File: src/rtl/cmg_pkg.sv
// Package for the codec mixing, ADC gain and interrupt register slice.
// Assumes a 32-bit classic Wishbone slave where each register sits in the low byte of one word.
package cmg_pkg;

   // ------------------------------------------------------------------
   // Register indices; the byte address is four times the index.
   // ------------------------------------------------------------------
   localparam logic [5:0] IDX_LEVEL_STYLE  = 6'h0D;
   localparam logic [5:0] IDX_MIX_PAIR0    = 6'h18;
   localparam logic [5:0] IDX_ADC_LEFT     = 6'h1C;
   localparam logic [5:0] IDX_ADC_RIGHT    = 6'h1D;
   localparam logic [5:0] IDX_IRQ_PORT_CTL = 6'h1E;
   localparam logic [5:0] IDX_IRQ_FLAGS    = 6'h20;
   localparam logic [5:0] IDX_IRQ_UNMASK   = 6'h21;
   localparam logic [5:0] IDX_IRQ_MODE_HI  = 6'h22;
   localparam logic [5:0] IDX_IRQ_MODE_LO  = 6'h23;
   localparam logic [5:0] IDX_PLL_FORCE    = 6'h30;

   // ------------------------------------------------------------------
   // Field positions and reset values.
   // ------------------------------------------------------------------
   localparam int         STYLE_LSB        = 4;
   localparam int         ALIGN_BIT        = 7;
   localparam int         DEEMPH_LSB       = 4;
   localparam int         PIN_STYLE_LSB    = 2;
   localparam int         UNLOCK_BIT       = 7;
   localparam int         OVERRANGE_BIT    = 1;
   localparam logic [4:0] MIX_RESET        = 5'h09;
   localparam logic [7:0] BYTE_RESET       = 8'h00;
   localparam logic [7:0] IRQ_IMPL_MASK    = 8'h82;

   // ------------------------------------------------------------------
   // Timing count in frame-clock periods, and ramp step in eighths of a dB.
   // ------------------------------------------------------------------
   localparam logic [9:0] ZC_TIMEOUT_FRAMES = 10'h200;
   localparam logic [8:0] RAMP_STEP_EIGHTHS = 9'h001;

   typedef enum logic [1:0] {
      STYLE_IMMEDIATE = 2'h0,
      STYLE_ZERO_CROSS = 2'h1,
      STYLE_RAMP = 2'h2,
      STYLE_RAMP_ZC = 2'h3
   } cmg_style_e;

   typedef enum logic [1:0] {
      IRQ_RISE = 2'h0,
      IRQ_FALL = 2'h1,
      IRQ_LEVEL = 2'h2,
      IRQ_RSVD = 2'h3
   } cmg_irq_mode_e;

   typedef enum logic [1:0] {
      PIN_HIGH = 2'h0,
      PIN_LOW = 2'h1,
      PIN_OPEN_DRAIN = 2'h2,
      PIN_RSVD = 2'h3
   } cmg_pin_e;

endpackage : cmg_pkg

File: src/rtl/cmg_mix_pair.sv
// Channel-mixing decode for one output pair, purely combinational.
// Assumes the caller registers the results on the frame tick.
`timescale 1ns/1ps
module cmg_mix_pair
   import cmg_pkg::*;
(
   input  wire logic [4:0]  pair_mix_select,
   input  wire logic [23:0] a_left,
   input  wire logic [23:0] a_right,
   input  wire logic [23:0] b_left,
   input  wire logic [23:0] b_right,
   output logic [23:0]      pair_out_first,
   output logic [23:0]      pair_out_second
);
   // ------------------------------------------------------------------
   // Averages.
   // ------------------------------------------------------------------
   // full-precision halving. A 25-bit sum keeps the carry, so no overflow.
   wire logic signed [24:0] sum_a  = $signed({a_left[23], a_left}) + $signed({a_right[23], a_right});
   wire logic signed [24:0] sum_b  = $signed({b_left[23], b_left}) + $signed({b_right[23], b_right});
   wire logic signed [24:0] sum_x1 = $signed({a_left[23], a_left}) + $signed({b_right[23], b_right});
   wire logic signed [24:0] sum_x2 = $signed({b_left[23], b_left}) + $signed({a_right[23], a_right});
   wire logic [23:0] avg_a  = sum_a[24:1];
   wire logic [23:0] avg_b  = sum_b[24:1];
   wire logic [23:0] avg_x1 = sum_x1[24:1];
   wire logic [23:0] avg_x2 = sum_x2[24:1];

   // cross averages: code 11110 on the first output and 10111 on the second use bL+aR.
   wire logic [23:0] cross_first  = (pair_mix_select[1:0] == 2'h2) ? avg_x2 : avg_x1;
   wire logic [23:0] cross_second = (pair_mix_select[3:2] == 2'h1) ? avg_x2 : avg_x1;
   wire logic [23:0] mean_first   = pair_mix_select[4] ? cross_first : avg_a;
   wire logic [23:0] mean_second  = pair_mix_select[4] ? cross_second : avg_b;

   // source decode: 00 mute, 01 right, 10 left, 11 average.
   assign pair_out_first = (pair_mix_select[3:2] == 2'h0) ? 24'h000000 :
                           (pair_mix_select[3:2] == 2'h1) ? a_right :
                           (pair_mix_select[3:2] == 2'h2) ? a_left : mean_first;
   assign pair_out_second = (pair_mix_select[1:0] == 2'h0) ? 24'h000000 :
                            (pair_mix_select[1:0] == 2'h1) ? b_right :
                            (pair_mix_select[1:0] == 2'h2) ? b_left : mean_second;
endmodule : cmg_mix_pair

File: src/rtl/cmg_gain_ramp.sv
// Level-change engine for one ADC gain channel, in 1/8 dB units.
// Assumes frame_tick is a one-cycle pulse per frame and zero_cross is valid on it.
`timescale 1ns/1ps
module cmg_gain_ramp
   import cmg_pkg::*;
(
   input  wire logic        core_clk,
   input  wire logic        sys_rst,
   input  wire logic [5:0]  target_db,
   input  wire logic [1:0]  level_change_style,
   input  wire logic        frame_tick,
   input  wire logic        zero_cross,
   output logic [8:0]       level
);
   logic [9:0] wait_cnt;

   // Target in eighths of a dB, the 6-bit field shifted left by three.
   wire logic [8:0] goal      = {target_db, 3'h0};
   wire logic       at_goal   = (level == goal);
   wire logic       going_up  = ($signed(level) < $signed(goal));
   wire logic [8:0] step_lvl  = going_up ? level + RAMP_STEP_EIGHTHS : level - RAMP_STEP_EIGHTHS;
   // a missing crossing gives way after 512 frames, inside the 512 to 1024 window.
   wire logic       timed_out = (wait_cnt == ZC_TIMEOUT_FRAMES - 10'h001);
   wire logic       zc_ok     = zero_cross | timed_out;
   wire cmg_style_e style     = cmg_style_e'(level_change_style);

   // the style picks how a new gain reaches the signal.
   always_ff @(posedge core_clk) begin
      if (sys_rst) begin
         level    <= 9'h000;
         wait_cnt <= 10'h000;
      end else if (at_goal) begin
         wait_cnt <= 10'h000;
      end else begin
         unique case (style)
            STYLE_IMMEDIATE: level <= goal;
            STYLE_ZERO_CROSS: if (frame_tick) begin
               level    <= zc_ok ? goal : level;
               wait_cnt <= zc_ok ? 10'h000 : wait_cnt + 10'h001;
            end
            // ramp steps 1/8 dB per frame, which is 1 dB per 8 frames.
            STYLE_RAMP: if (frame_tick) begin
               level <= step_lvl;
            end
            STYLE_RAMP_ZC: if (frame_tick) begin
               level    <= zc_ok ? step_lvl : level;
               wait_cnt <= zc_ok ? 10'h000 : wait_cnt + 10'h001;
            end
         endcase
      end
   end
endmodule : cmg_gain_ramp

File: src/rtl/cmg_regs.sv
// Register bank for pair mixing, ADC gain, port control and interrupt status.
// Assumes a classic Wishbone master on core_clk and audio samples valid on frame_tick.
//
// Our own choice: the Wishbone interface to the registers.
`timescale 1ns/1ps

// Behaviour
// - Each pair has a 5-bit mixing select, reset to 01001.
// - Select bits 3:2 pick first output, 1:0 second: mute, right, left, average.
// - With bit 4 set, averages become cross averages per code.
// - Gain fields are 6-bit two's complement, 1 dB steps, reset zero.
// - Gain changes follow the selected level-change style.
// - Align bit forces DAC and ADC port clocks in phase; reset zero.
// - De-emphasis select 01/10/11 picks 32/44.1/48 kHz under forced lock.
// - Pin style: 00 high, 01 low, 10 open-drain low; 11 reserved.
// - A status bit reads 1 if its event happened since the last read.
// - Reading status returns flags then clears them all.
// - A masked flag reads zero and its event neither sets nor signals.
// - Status bit 7 is PLL unlock, reset zero.
// - Status bit 1 is ADC over-range on either channel.
// - Unmask bit 1 lets the source flag and signal; resets to zero.
// - Unmask bits sit at the status positions, 7 and 1.
// - Per-source mode: 00 arrival, 01 removal, 10 while present.
// - Zero-cross change waits for a crossing, else 512 to 1024 frames.
// - Soft ramp moves 1/8 dB at a time, 1 dB per 8 frames.
module cmg_regs
   import cmg_pkg::*;
(
   input  wire logic        core_clk,
   input  wire logic        sys_rst,
   input  wire logic        wb_cyc_i,
   input  wire logic        wb_stb_i,
   input  wire logic        wb_we_i,
   input  wire logic [7:0]  wb_adr_i,
   input  wire logic [3:0]  wb_sel_i,
   input  wire logic [31:0] wb_dat_i,
   output logic [31:0]      wb_dat_o,
   output logic             wb_ack_o,
   input  wire logic        frame_tick,
   input  wire logic [95:0] a_left,
   input  wire logic [95:0] a_right,
   input  wire logic [95:0] b_left,
   input  wire logic [95:0] b_right,
   output logic [95:0]      pair_out_first,
   output logic [95:0]      pair_out_second,
   input  wire logic        left_zero_cross,
   input  wire logic        right_zero_cross,
   output logic [8:0]       left_adc_gain,
   output logic [8:0]       right_adc_gain,
   output logic             serial_port_align,
   output logic [1:0]       deemph_active,
   input  wire logic        pll_unlocked,
   input  wire logic        adc_overrange_left,
   input  wire logic        adc_overrange_right,
   output logic             irq_out,
   output logic             irq_oe
);
   // ------------------------------------------------------------------
   // Storage.
   // ------------------------------------------------------------------
   logic [4:0] pair_mix_select [4];
   logic [5:0] left_gain_field;
   logic [5:0] right_gain_field;
   logic [1:0] level_change_style;
   logic [7:0] ctl_byte;
   logic [7:0] irq_flags;
   logic [7:0] irq_unmask;
   logic [7:0] mode_hi;
   logic [7:0] mode_lo;
   logic       force_pll_lock;
   logic [1:0] src_prev;

   // ------------------------------------------------------------------
   // Bus decode.
   // ------------------------------------------------------------------
   // One-cycle answer: a request is taken when no ack is pending.
   wire logic       bus_take = wb_cyc_i & wb_stb_i & ~wb_ack_o;
   wire logic [5:0] idx      = wb_adr_i[7:2];
   wire logic       wr_en    = bus_take & wb_we_i & wb_sel_i[0];
   wire logic [7:0] wbyte    = wb_dat_i[7:0];
   wire logic       is_mix   = (idx[5:2] == IDX_MIX_PAIR0[5:2]);
   wire logic       rd_flags = bus_take & ~wb_we_i & (idx == IDX_IRQ_FLAGS);

   // masked flags always read as zero.
   wire logic [7:0] flags_view = irq_flags & irq_unmask;

   // Read value; unmapped indices and reserved bits read zero.
   wire logic [7:0] rd_byte =
      is_mix                      ? {3'h0, pair_mix_select[idx[1:0]]} :
      (idx == IDX_LEVEL_STYLE)    ? {2'h0, level_change_style, 4'h0} :
      (idx == IDX_ADC_LEFT)       ? {2'h0, left_gain_field} :
      (idx == IDX_ADC_RIGHT)      ? {2'h0, right_gain_field} :
      (idx == IDX_IRQ_PORT_CTL)   ? ctl_byte :
      (idx == IDX_IRQ_FLAGS)      ? flags_view :
      (idx == IDX_IRQ_UNMASK)     ? irq_unmask :
      (idx == IDX_IRQ_MODE_HI)    ? mode_hi :
      (idx == IDX_IRQ_MODE_LO)    ? mode_lo :
      (idx == IDX_PLL_FORCE)      ? {7'h00, force_pll_lock} : BYTE_RESET;

   // Acknowledge and read data capture.
   always_ff @(posedge core_clk) begin
      if (sys_rst) begin
         wb_ack_o <= 1'b0;
         wb_dat_o <= 32'h00000000;
      end else begin
         wb_ack_o <= bus_take;
         wb_dat_o <= bus_take ? {24'h000000, rd_byte} : wb_dat_o;
      end
   end

   // ------------------------------------------------------------------
   // Control registers.
   // ------------------------------------------------------------------
   // mixing selects, per pair, reset 01001.
   always_ff @(posedge core_clk) begin
      for (int p = 0; p < 4; p++) begin
         if (sys_rst) begin
            pair_mix_select[p] <= MIX_RESET;
         end else if (wr_en && is_mix && idx[1:0] == 2'(p)) begin
            pair_mix_select[p] <= wbyte[4:0];
         end
      end
   end

   // gain fields keep six bits; reserved bits are dropped.
   always_ff @(posedge core_clk) begin
      if (sys_rst) begin
         left_gain_field    <= 6'h00;
         right_gain_field   <= 6'h00;
         level_change_style <= 2'h0;
         ctl_byte           <= BYTE_RESET;
         irq_unmask         <= BYTE_RESET;
         mode_hi            <= BYTE_RESET;
         mode_lo            <= BYTE_RESET;
         force_pll_lock     <= 1'b0;
      end else if (wr_en) begin
         if (idx == IDX_ADC_LEFT) left_gain_field <= wbyte[5:0];
         if (idx == IDX_ADC_RIGHT) right_gain_field <= wbyte[5:0];
         if (idx == IDX_LEVEL_STYLE) level_change_style <= wbyte[STYLE_LSB +: 2];
         // Bits 6, 1 and 0 of the control byte are reserved and stay zero.
         if (idx == IDX_IRQ_PORT_CTL) ctl_byte <= wbyte & 8'hBC;
         // only bits 7 and 1 exist in the unmask and mode registers.
         if (idx == IDX_IRQ_UNMASK) irq_unmask <= wbyte & IRQ_IMPL_MASK;
         if (idx == IDX_IRQ_MODE_HI) mode_hi <= wbyte & IRQ_IMPL_MASK;
         if (idx == IDX_IRQ_MODE_LO) mode_lo <= wbyte & IRQ_IMPL_MASK;
         if (idx == IDX_PLL_FORCE) force_pll_lock <= wbyte[0];
      end
   end

   // ------------------------------------------------------------------
   // Mixing datapath.
   // ------------------------------------------------------------------
   logic [95:0] dec_first;
   logic [95:0] dec_second;

   for (genvar p = 0; p < 4; p++) begin : g_pair
      cmg_mix_pair u_mix (
         .pair_mix_select (pair_mix_select[p]),
         .a_left          (a_left[24*p +: 24]),
         .a_right         (a_right[24*p +: 24]),
         .b_left          (b_left[24*p +: 24]),
         .b_right         (b_right[24*p +: 24]),
         .pair_out_first  (dec_first[24*p +: 24]),
         .pair_out_second (dec_second[24*p +: 24])
      );
   end

   // outputs update once per frame so a pair never changes mid-sample.
   always_ff @(posedge core_clk) begin
      if (sys_rst) begin
         pair_out_first  <= 96'h0;
         pair_out_second <= 96'h0;
      end else if (frame_tick) begin
         pair_out_first  <= dec_first;
         pair_out_second <= dec_second;
      end
   end

   // ------------------------------------------------------------------
   // ADC gain engines.
   // ------------------------------------------------------------------
   // both channels share the style but cross zero independently.
   cmg_gain_ramp u_left (
      .core_clk           (core_clk),
      .sys_rst            (sys_rst),
      .target_db          (left_gain_field),
      .level_change_style (level_change_style),
      .frame_tick         (frame_tick),
      .zero_cross         (left_zero_cross),
      .level              (left_adc_gain)
   );

   cmg_gain_ramp u_right (
      .core_clk           (core_clk),
      .sys_rst            (sys_rst),
      .target_db          (right_gain_field),
      .level_change_style (level_change_style),
      .frame_tick         (frame_tick),
      .zero_cross         (right_zero_cross),
      .level              (right_adc_gain)
   );

   // ------------------------------------------------------------------
   // Port alignment and de-emphasis.
   // ------------------------------------------------------------------
   // align output mirrors the control bit.
   // de-emphasis only applies while lock is forced; 00 means none.
   always_ff @(posedge core_clk) begin
      if (sys_rst) begin
         serial_port_align <= 1'b0;
         deemph_active     <= 2'h0;
      end else begin
         serial_port_align <= ctl_byte[ALIGN_BIT];
         deemph_active     <= force_pll_lock ? ctl_byte[DEEMPH_LSB +: 2] : 2'h0;
      end
   end

   // ------------------------------------------------------------------
   // Interrupt sources.
   // ------------------------------------------------------------------
   // over-range on either channel counts as one source.
   wire logic [1:0] src_now = {pll_unlocked, adc_overrange_left | adc_overrange_right};
   wire logic [1:0] src_on  = {irq_unmask[UNLOCK_BIT], irq_unmask[OVERRANGE_BIT]};
   wire cmg_irq_mode_e unlock_irq_mode =
      cmg_irq_mode_e'({mode_hi[UNLOCK_BIT], mode_lo[UNLOCK_BIT]});
   wire cmg_irq_mode_e overrange_irq_mode =
      cmg_irq_mode_e'({mode_hi[OVERRANGE_BIT], mode_lo[OVERRANGE_BIT]});

   // edge or level qualification per source; reserved mode never fires.
   function automatic logic qualify(input cmg_irq_mode_e m, input logic now, input logic prev);
      qualify = (m == IRQ_RISE) ? (now & ~prev) :
                (m == IRQ_FALL) ? (~now & prev) :
                (m == IRQ_LEVEL) ? now : 1'b0;
   endfunction : qualify

   // an event only counts when its unmask bit is set.
   wire logic [1:0] src_event = src_on & {qualify(unlock_irq_mode, src_now[1], src_prev[1]),
                                          qualify(overrange_irq_mode, src_now[0], src_prev[0])};
   wire logic [7:0] set_vec   = {src_event[1], 5'h00, src_event[0], 1'b0};
   wire logic [7:0] next_flags = (rd_flags ? 8'h00 : irq_flags) | set_vec;

   // sticky flags; a status read clears, but a same-cycle event wins.
   // PLL unlock sits in bit 7 and resets to zero.
   always_ff @(posedge core_clk) begin
      if (sys_rst) begin
         irq_flags <= BYTE_RESET;
         src_prev  <= 2'h0;
      end else begin
         irq_flags <= next_flags;
         src_prev  <= src_now;
      end
   end

   // ------------------------------------------------------------------
   // Interrupt pin.
   // ------------------------------------------------------------------
   // active while an unmasked flag stands or a level source persists.
   wire logic     irq_active = |(irq_flags & irq_unmask) | (|src_event);
   wire cmg_pin_e irq_pin_style = cmg_pin_e'(ctl_byte[PIN_STYLE_LSB +: 2]);

   // pin styling; the reserved code behaves as active high.
   always_ff @(posedge core_clk) begin
      if (sys_rst) begin
         irq_out <= 1'b0;
         irq_oe  <= 1'b1;
      end else begin
         irq_out <= (irq_pin_style == PIN_LOW) ? ~irq_active :
                    (irq_pin_style == PIN_OPEN_DRAIN) ? 1'b0 : irq_active;
         irq_oe  <= (irq_pin_style == PIN_OPEN_DRAIN) ? irq_active : 1'b1;
      end
   end
endmodule : cmg_regs

File: config.mk
export PLATFORM = sky130hd
export DESIGN_NAME = cmg_regs
export DESIGN_NICKNAME = d
export VERILOG_FILES = /design/src/rtl/cmg_pkg.sv /design/src/rtl/cmg_mix_pair.sv /design/src/rtl/cmg_gain_ramp.sv /design/src/rtl/cmg_regs.sv
export SDC_FILE = /design/constraint.sdc
export NUM_CORES = 2
export LEC_CHECK = 0
export BUFFER_PORTS_ARGS = -buffer_cell sky130_fd_sc_hd__buf_2
export CAP_MARGIN = 20
export CORE_AREA = 2 2 270 272
export CTS_CLUSTER_SIZE = 8
export DETAILED_ROUTE_END_ITERATION = 6
export DIE_AREA = 0 0 272 274
export HOLD_SLACK_MARGIN = 0.03
export PLACE_DENSITY = 0.72
export SYNTH_ARGS = -nofsm -noshare
export SYNTH_HDL_FRONTEND = slang
export SYNTH_SLANG_ARGS = --single-unit
File: constraint.sdc
create_clock -name core_clk -period 3.99 [get_ports core_clk]
set_input_delay 0.798 -clock core_clk [delete_from_list [all_inputs] [get_ports core_clk]]
set_output_delay 0.798 -clock core_clk [all_outputs]
set_load 0.01 [all_outputs]
==> flow_summary_export.csv <==
group,metric,value,unit
clock_network,clkLatencyLatePin,620,ps
pwr,clock_power_share,30.8,%
route,num_vias,42317,
logic_synthesis,ys.flop_type,"dfxtp_1",
floorplanning,die_h,274,um
global_routing,use_met2,60.0,%
clock_network,cts_sinks,293,
timing,final_hold_viol_count,0,
finish,fill_cells,6938,
clock_network,cts_hold_buf,0,
logic_synthesis,yosysWarningCount,0,
critical_path,arrival,3910,ps
run,drv_cap,0,
finish,fin_nets,6386,
timing,worstMarginPinSlew,1180,ps
route,wl_per_cell,23.0,um
clock_network,cts_buffers,45,
critical_path,r2r-start,"u_right.level[4]$_SDFFE_PP0P_",
worst_hold_path,hold_start,"wb_stb_i",
finish,drive_gt1_share,15.9,%
timing,rsz0062_at_grt,"no",
finish,syn_to_final_growth,15.3,%
critical_path,reg2reg_slack,640,ps
worst_hold_path,holdPathEnd,"wb_ack_o$_SDFF_PP0_",
placement,gp_congestion,0.986,
logic_synthesis,yosysSeqAreaShare,16.5,%
logic_synthesis,ys_types,109,
global_routing,grt.busiest_layer,"met2",
clock_network,clk_pin_slew,60,ps
logic_synthesis,synth_area,36700,um2
timing,fin_crit,3430,ps
global_routing,grt_first_pass_wirelength,225,mm
global_routing,overflow,0,
critical_path,required,4480,ps
floorplanning,die_w,272,um
logic_synthesis,synth-seq-cells,293,
logic_synthesis,postSynthAreaPerCell,7.30,um2
clock_network,clock_path_buffers,3,
pwr,p_per_area,293,nW/um2
clock_network,cts_resized,0,
logic_synthesis,synth_edf_count,20,
timing,fin_crit_sh,85.9,%
pwr,p_sw,4920,uW
floorplanning,rows,99,
finish,final_common_cell,"buf_2",
timing,max_slew_margin,20.8,%
worst_hold_path,min_path_type,"input pin to flip-flop",
pwr,p_comb_share,42.8,%
clock_network,ctsHtreeMaxLevel,2,
critical_path,path_class,"input pin to flip-flop",
route,drt-pass1-iter-count,6,
finish,final_cell_mix,"629 x buf_2, 549 x nor2_1, 510 x nand2_1, 445 x a21oi_1, 384 x ha_1",
pwr,power_frac_seq,26.4,%
floorplanning,ios,687,
critical_path,reg2regPathDepth,13,
logic_synthesis,ys_async_sr_fraction,0,%
route,drc,0,
timing,max_freq,292,MHz
clock_network,post-cts-setup-buffers,0,
pwr,p_leak,0.0185,uW
pwr,peakVddDrop,0.000401,V
route,vias_per_cell,6.46,
global_routing,gr-usage-all-layers,38.3,%
global_routing,antenna_found_initial,40,
floorplanning,dieArea,74500,um2
run_status,run_status,"complete, no violations",
global_routing,grt_pass1_vias,38580,
critical_path,end_kind,"flip-flop",
timing,fin_setup_tns,0,ps
clock_network,cts_tree,"yes",
route,final_antenna_net_count,0,
route,wirelength,151,mm
route,initialDrtViolationCount,4241,
global_routing,grt_max_degree,116,
placement,place_hpwl,118,mm
logic_synthesis,synthCells,5029,
floorplanning,core-area,72000,um2
pwr,p_int,7470,uW
timing,setup_viol,0,
critical_path,r2r_end,"u_right.level[8]$_SDFFE_PP0P_",
floorplanning,start_util,51.0,%
clock_network,root_buffer,"clkbuf_16",
finish,final_cells,6554,
critical_path,start_kind,"input pin",
timing,skew,32.7,ps
timing,drv_slew,0,
pwr,sw_frac_of_total,39.7,%
global_routing,use_met3,7.47,%
placement,placed_cells,6457,
worst_hold_path,whs_path_depth,3,
placement,port_buffers,631,
global_routing,grt_use_met1,50.2,%
critical_path,crit_fanout,5,
==> logic make-up (layout without fill, tap and decap cells) <==
kind of cell / count (synthesis) / after routing / share of synthesized area (%)
other: 1 / 50 / 0.0102
adder cells (fa/ha/maj): 400 / 400 / 14.0
buffers and inverters: 411 / 928 / 4.46
multiplexers: 77 / 77 / 2.33
AND/OR/NAND/NOR: 1692 / 1692 / 21.2
AO/OA/AOI/OAI: 1827 / 1827 / 33.7
XOR/XNOR: 328 / 328 / 7.83
flip-flops: 293 / 293 / 16.5
==> worst max-delay path, cell delays in order <==
cell      delay, ps
buf_2           140
ha_1            350
nand4_1         140
a21oi_1         220
o311a_1         250
o21ai_1         110
a211oi_1        880
o211ai_1        260
mux2i_1         250
a21oi_1          90
a211oi_1        310
o22ai_1         110
==> synthesized netlist by cell type (15+ instances only) <==
master	number	area share (%)
a221oi_1	74	1.8
clkbuf_1	224	2.3
a211o_1	21	0.50
nand3_1	117	1.6
nand2_1	510	5.2
edfxtp_1	20	1.6
xnor2_1	201	4.8
o21a_1	54	1.1
a21oi_1	445	6.1
inv_1	126	1.3
nand4_1	47	0.80
o31ai_1	25	0.51
mux2i_1	55	1.5
a2111oi_0	15	0.36
mux2_2	17	0.52
nor2b_1	75	1.3
a31oi_1	69	1.2
dfxtp_1	273	15
a21o_1	143	2.9
a311oi_1	39	0.93
buf_4	25	0.51
or3_1	31	0.53
o221ai_1	26	0.62
o21bai_1	31	0.63
nor4_1	16	0.27
fa_1	16	0.87
o211ai_1	148	3.0
xor2_1	127	3.0
nor3_1	100	1.4
a221o_1	32	0.87
or2_2	18	0.31
o32ai_1	18	0.43
o2111ai_1	25	0.60
a211oi_1	104	2.1
o22ai_1	24	0.41
and3_1	68	1.2
nor2_1	553	5.7
o21ai_0	273	3.7
a22oi_1	58	1.2
nand2b_1	66	1.1
and2_1	37	0.63
buf_1	32	0.33
ha_1	384	13
o21ai_1	50	0.68
==> worst max path at each step <==
stage	from	to	slack [ps]	cells past startpoint
floorplan	a_left[1]	pair_out_first[21]$_SDFFE_PP0P_	540	12
global placement	a_left[50]	pair_out_second[70]$_SDFFE_PP0P_	120	12
detailed placement	a_left[50]	pair_out_second[66]$_SDFFE_PP0P_	100	12
CTS	u_right.level[4]$_SDFFE_PP0P_	u_right.level[8]$_SDFFE_PP0P_	650	13
global route	u_right.level[4]$_SDFFE_PP0P_	u_right.level[8]$_SDFFE_PP0P_	370	13
finish	a_left[26]	pair_out_first[46]$_SDFFE_PP0P_	560	12
==> metrics by stage <==
stage	utilization [%]	hold slack (ps)	instance area [um2]	power (uW)	worst slack [ps]
global placement	56.8	428	40900	8440	115
finish	58.8	432	42300	12400	561
CTS	58.7	409	42200	12300	653
floorplan	-	416	36800	6890	541
detailed placement	56.8	438	40900	8490	98.3
global route	58.8	447	42300	13000	368
==> metal layers <==
metal / vias to the layer above / part of all wire (%)
li1: 19939 / -
met1: 19668 / 41
met2: 2234 / 44
met3: 444 / 10
met4: 32 / 5.3
met5: - / 0.14
==> sequential cells by signal (all words and copies together), names as in the netlist, 2 cells and up <==
name,flops
ctl_byte,5
deemph_active,2
irq_flags,2
irq_unmask,2
left_gain_field,6
level_change_style,2
mode_hi,2
mode_lo,2
pair_mix_select,20
pair_out_first,96
pair_out_second,96
right_gain_field,6
src_prev,2
u_left.level,9
u_left.wait_cnt,10
u_right.level,9
u_right.wait_cnt,10
wb_dat_o,7
==> area by class of cell <==
| cell class | count | area [um2] | share of cell area [%] |
|---|---|---|---|
| repair buffers | 729 | 4010 | 9.48 |
| clock inverters | 5 | 90.1 | 0.213 |
| diodes | 25 | 62.6 | 0.148 |
| well taps | 959 | 1200 | 2.84 |
| inverters | 129 | 489 | 1.16 |
| clock buffers | 65 | 1260 | 2.98 |
| flip-flops and latches | 293 | 6070 | 14.3 |
| multi-input cells | 4349 | 29100 | 68.9 |
==> power by group through the flow <==
stage | Clock, uW | Combinational [uW] | Sequential [uW]
5_1_grt | 3940 | 5790 | 3280
3_3_place_gp | 0 | 5120 | 3320
4_1_cts | 3850 | 5200 | 3270
3_5_place_dp | 0 | 5160 | 3320
6_report | 3810 | 5300 | 3270
2_1_floorplan | 0 | 3530 | 3360
Note: power is estimated with default switching activity, not from simulation.
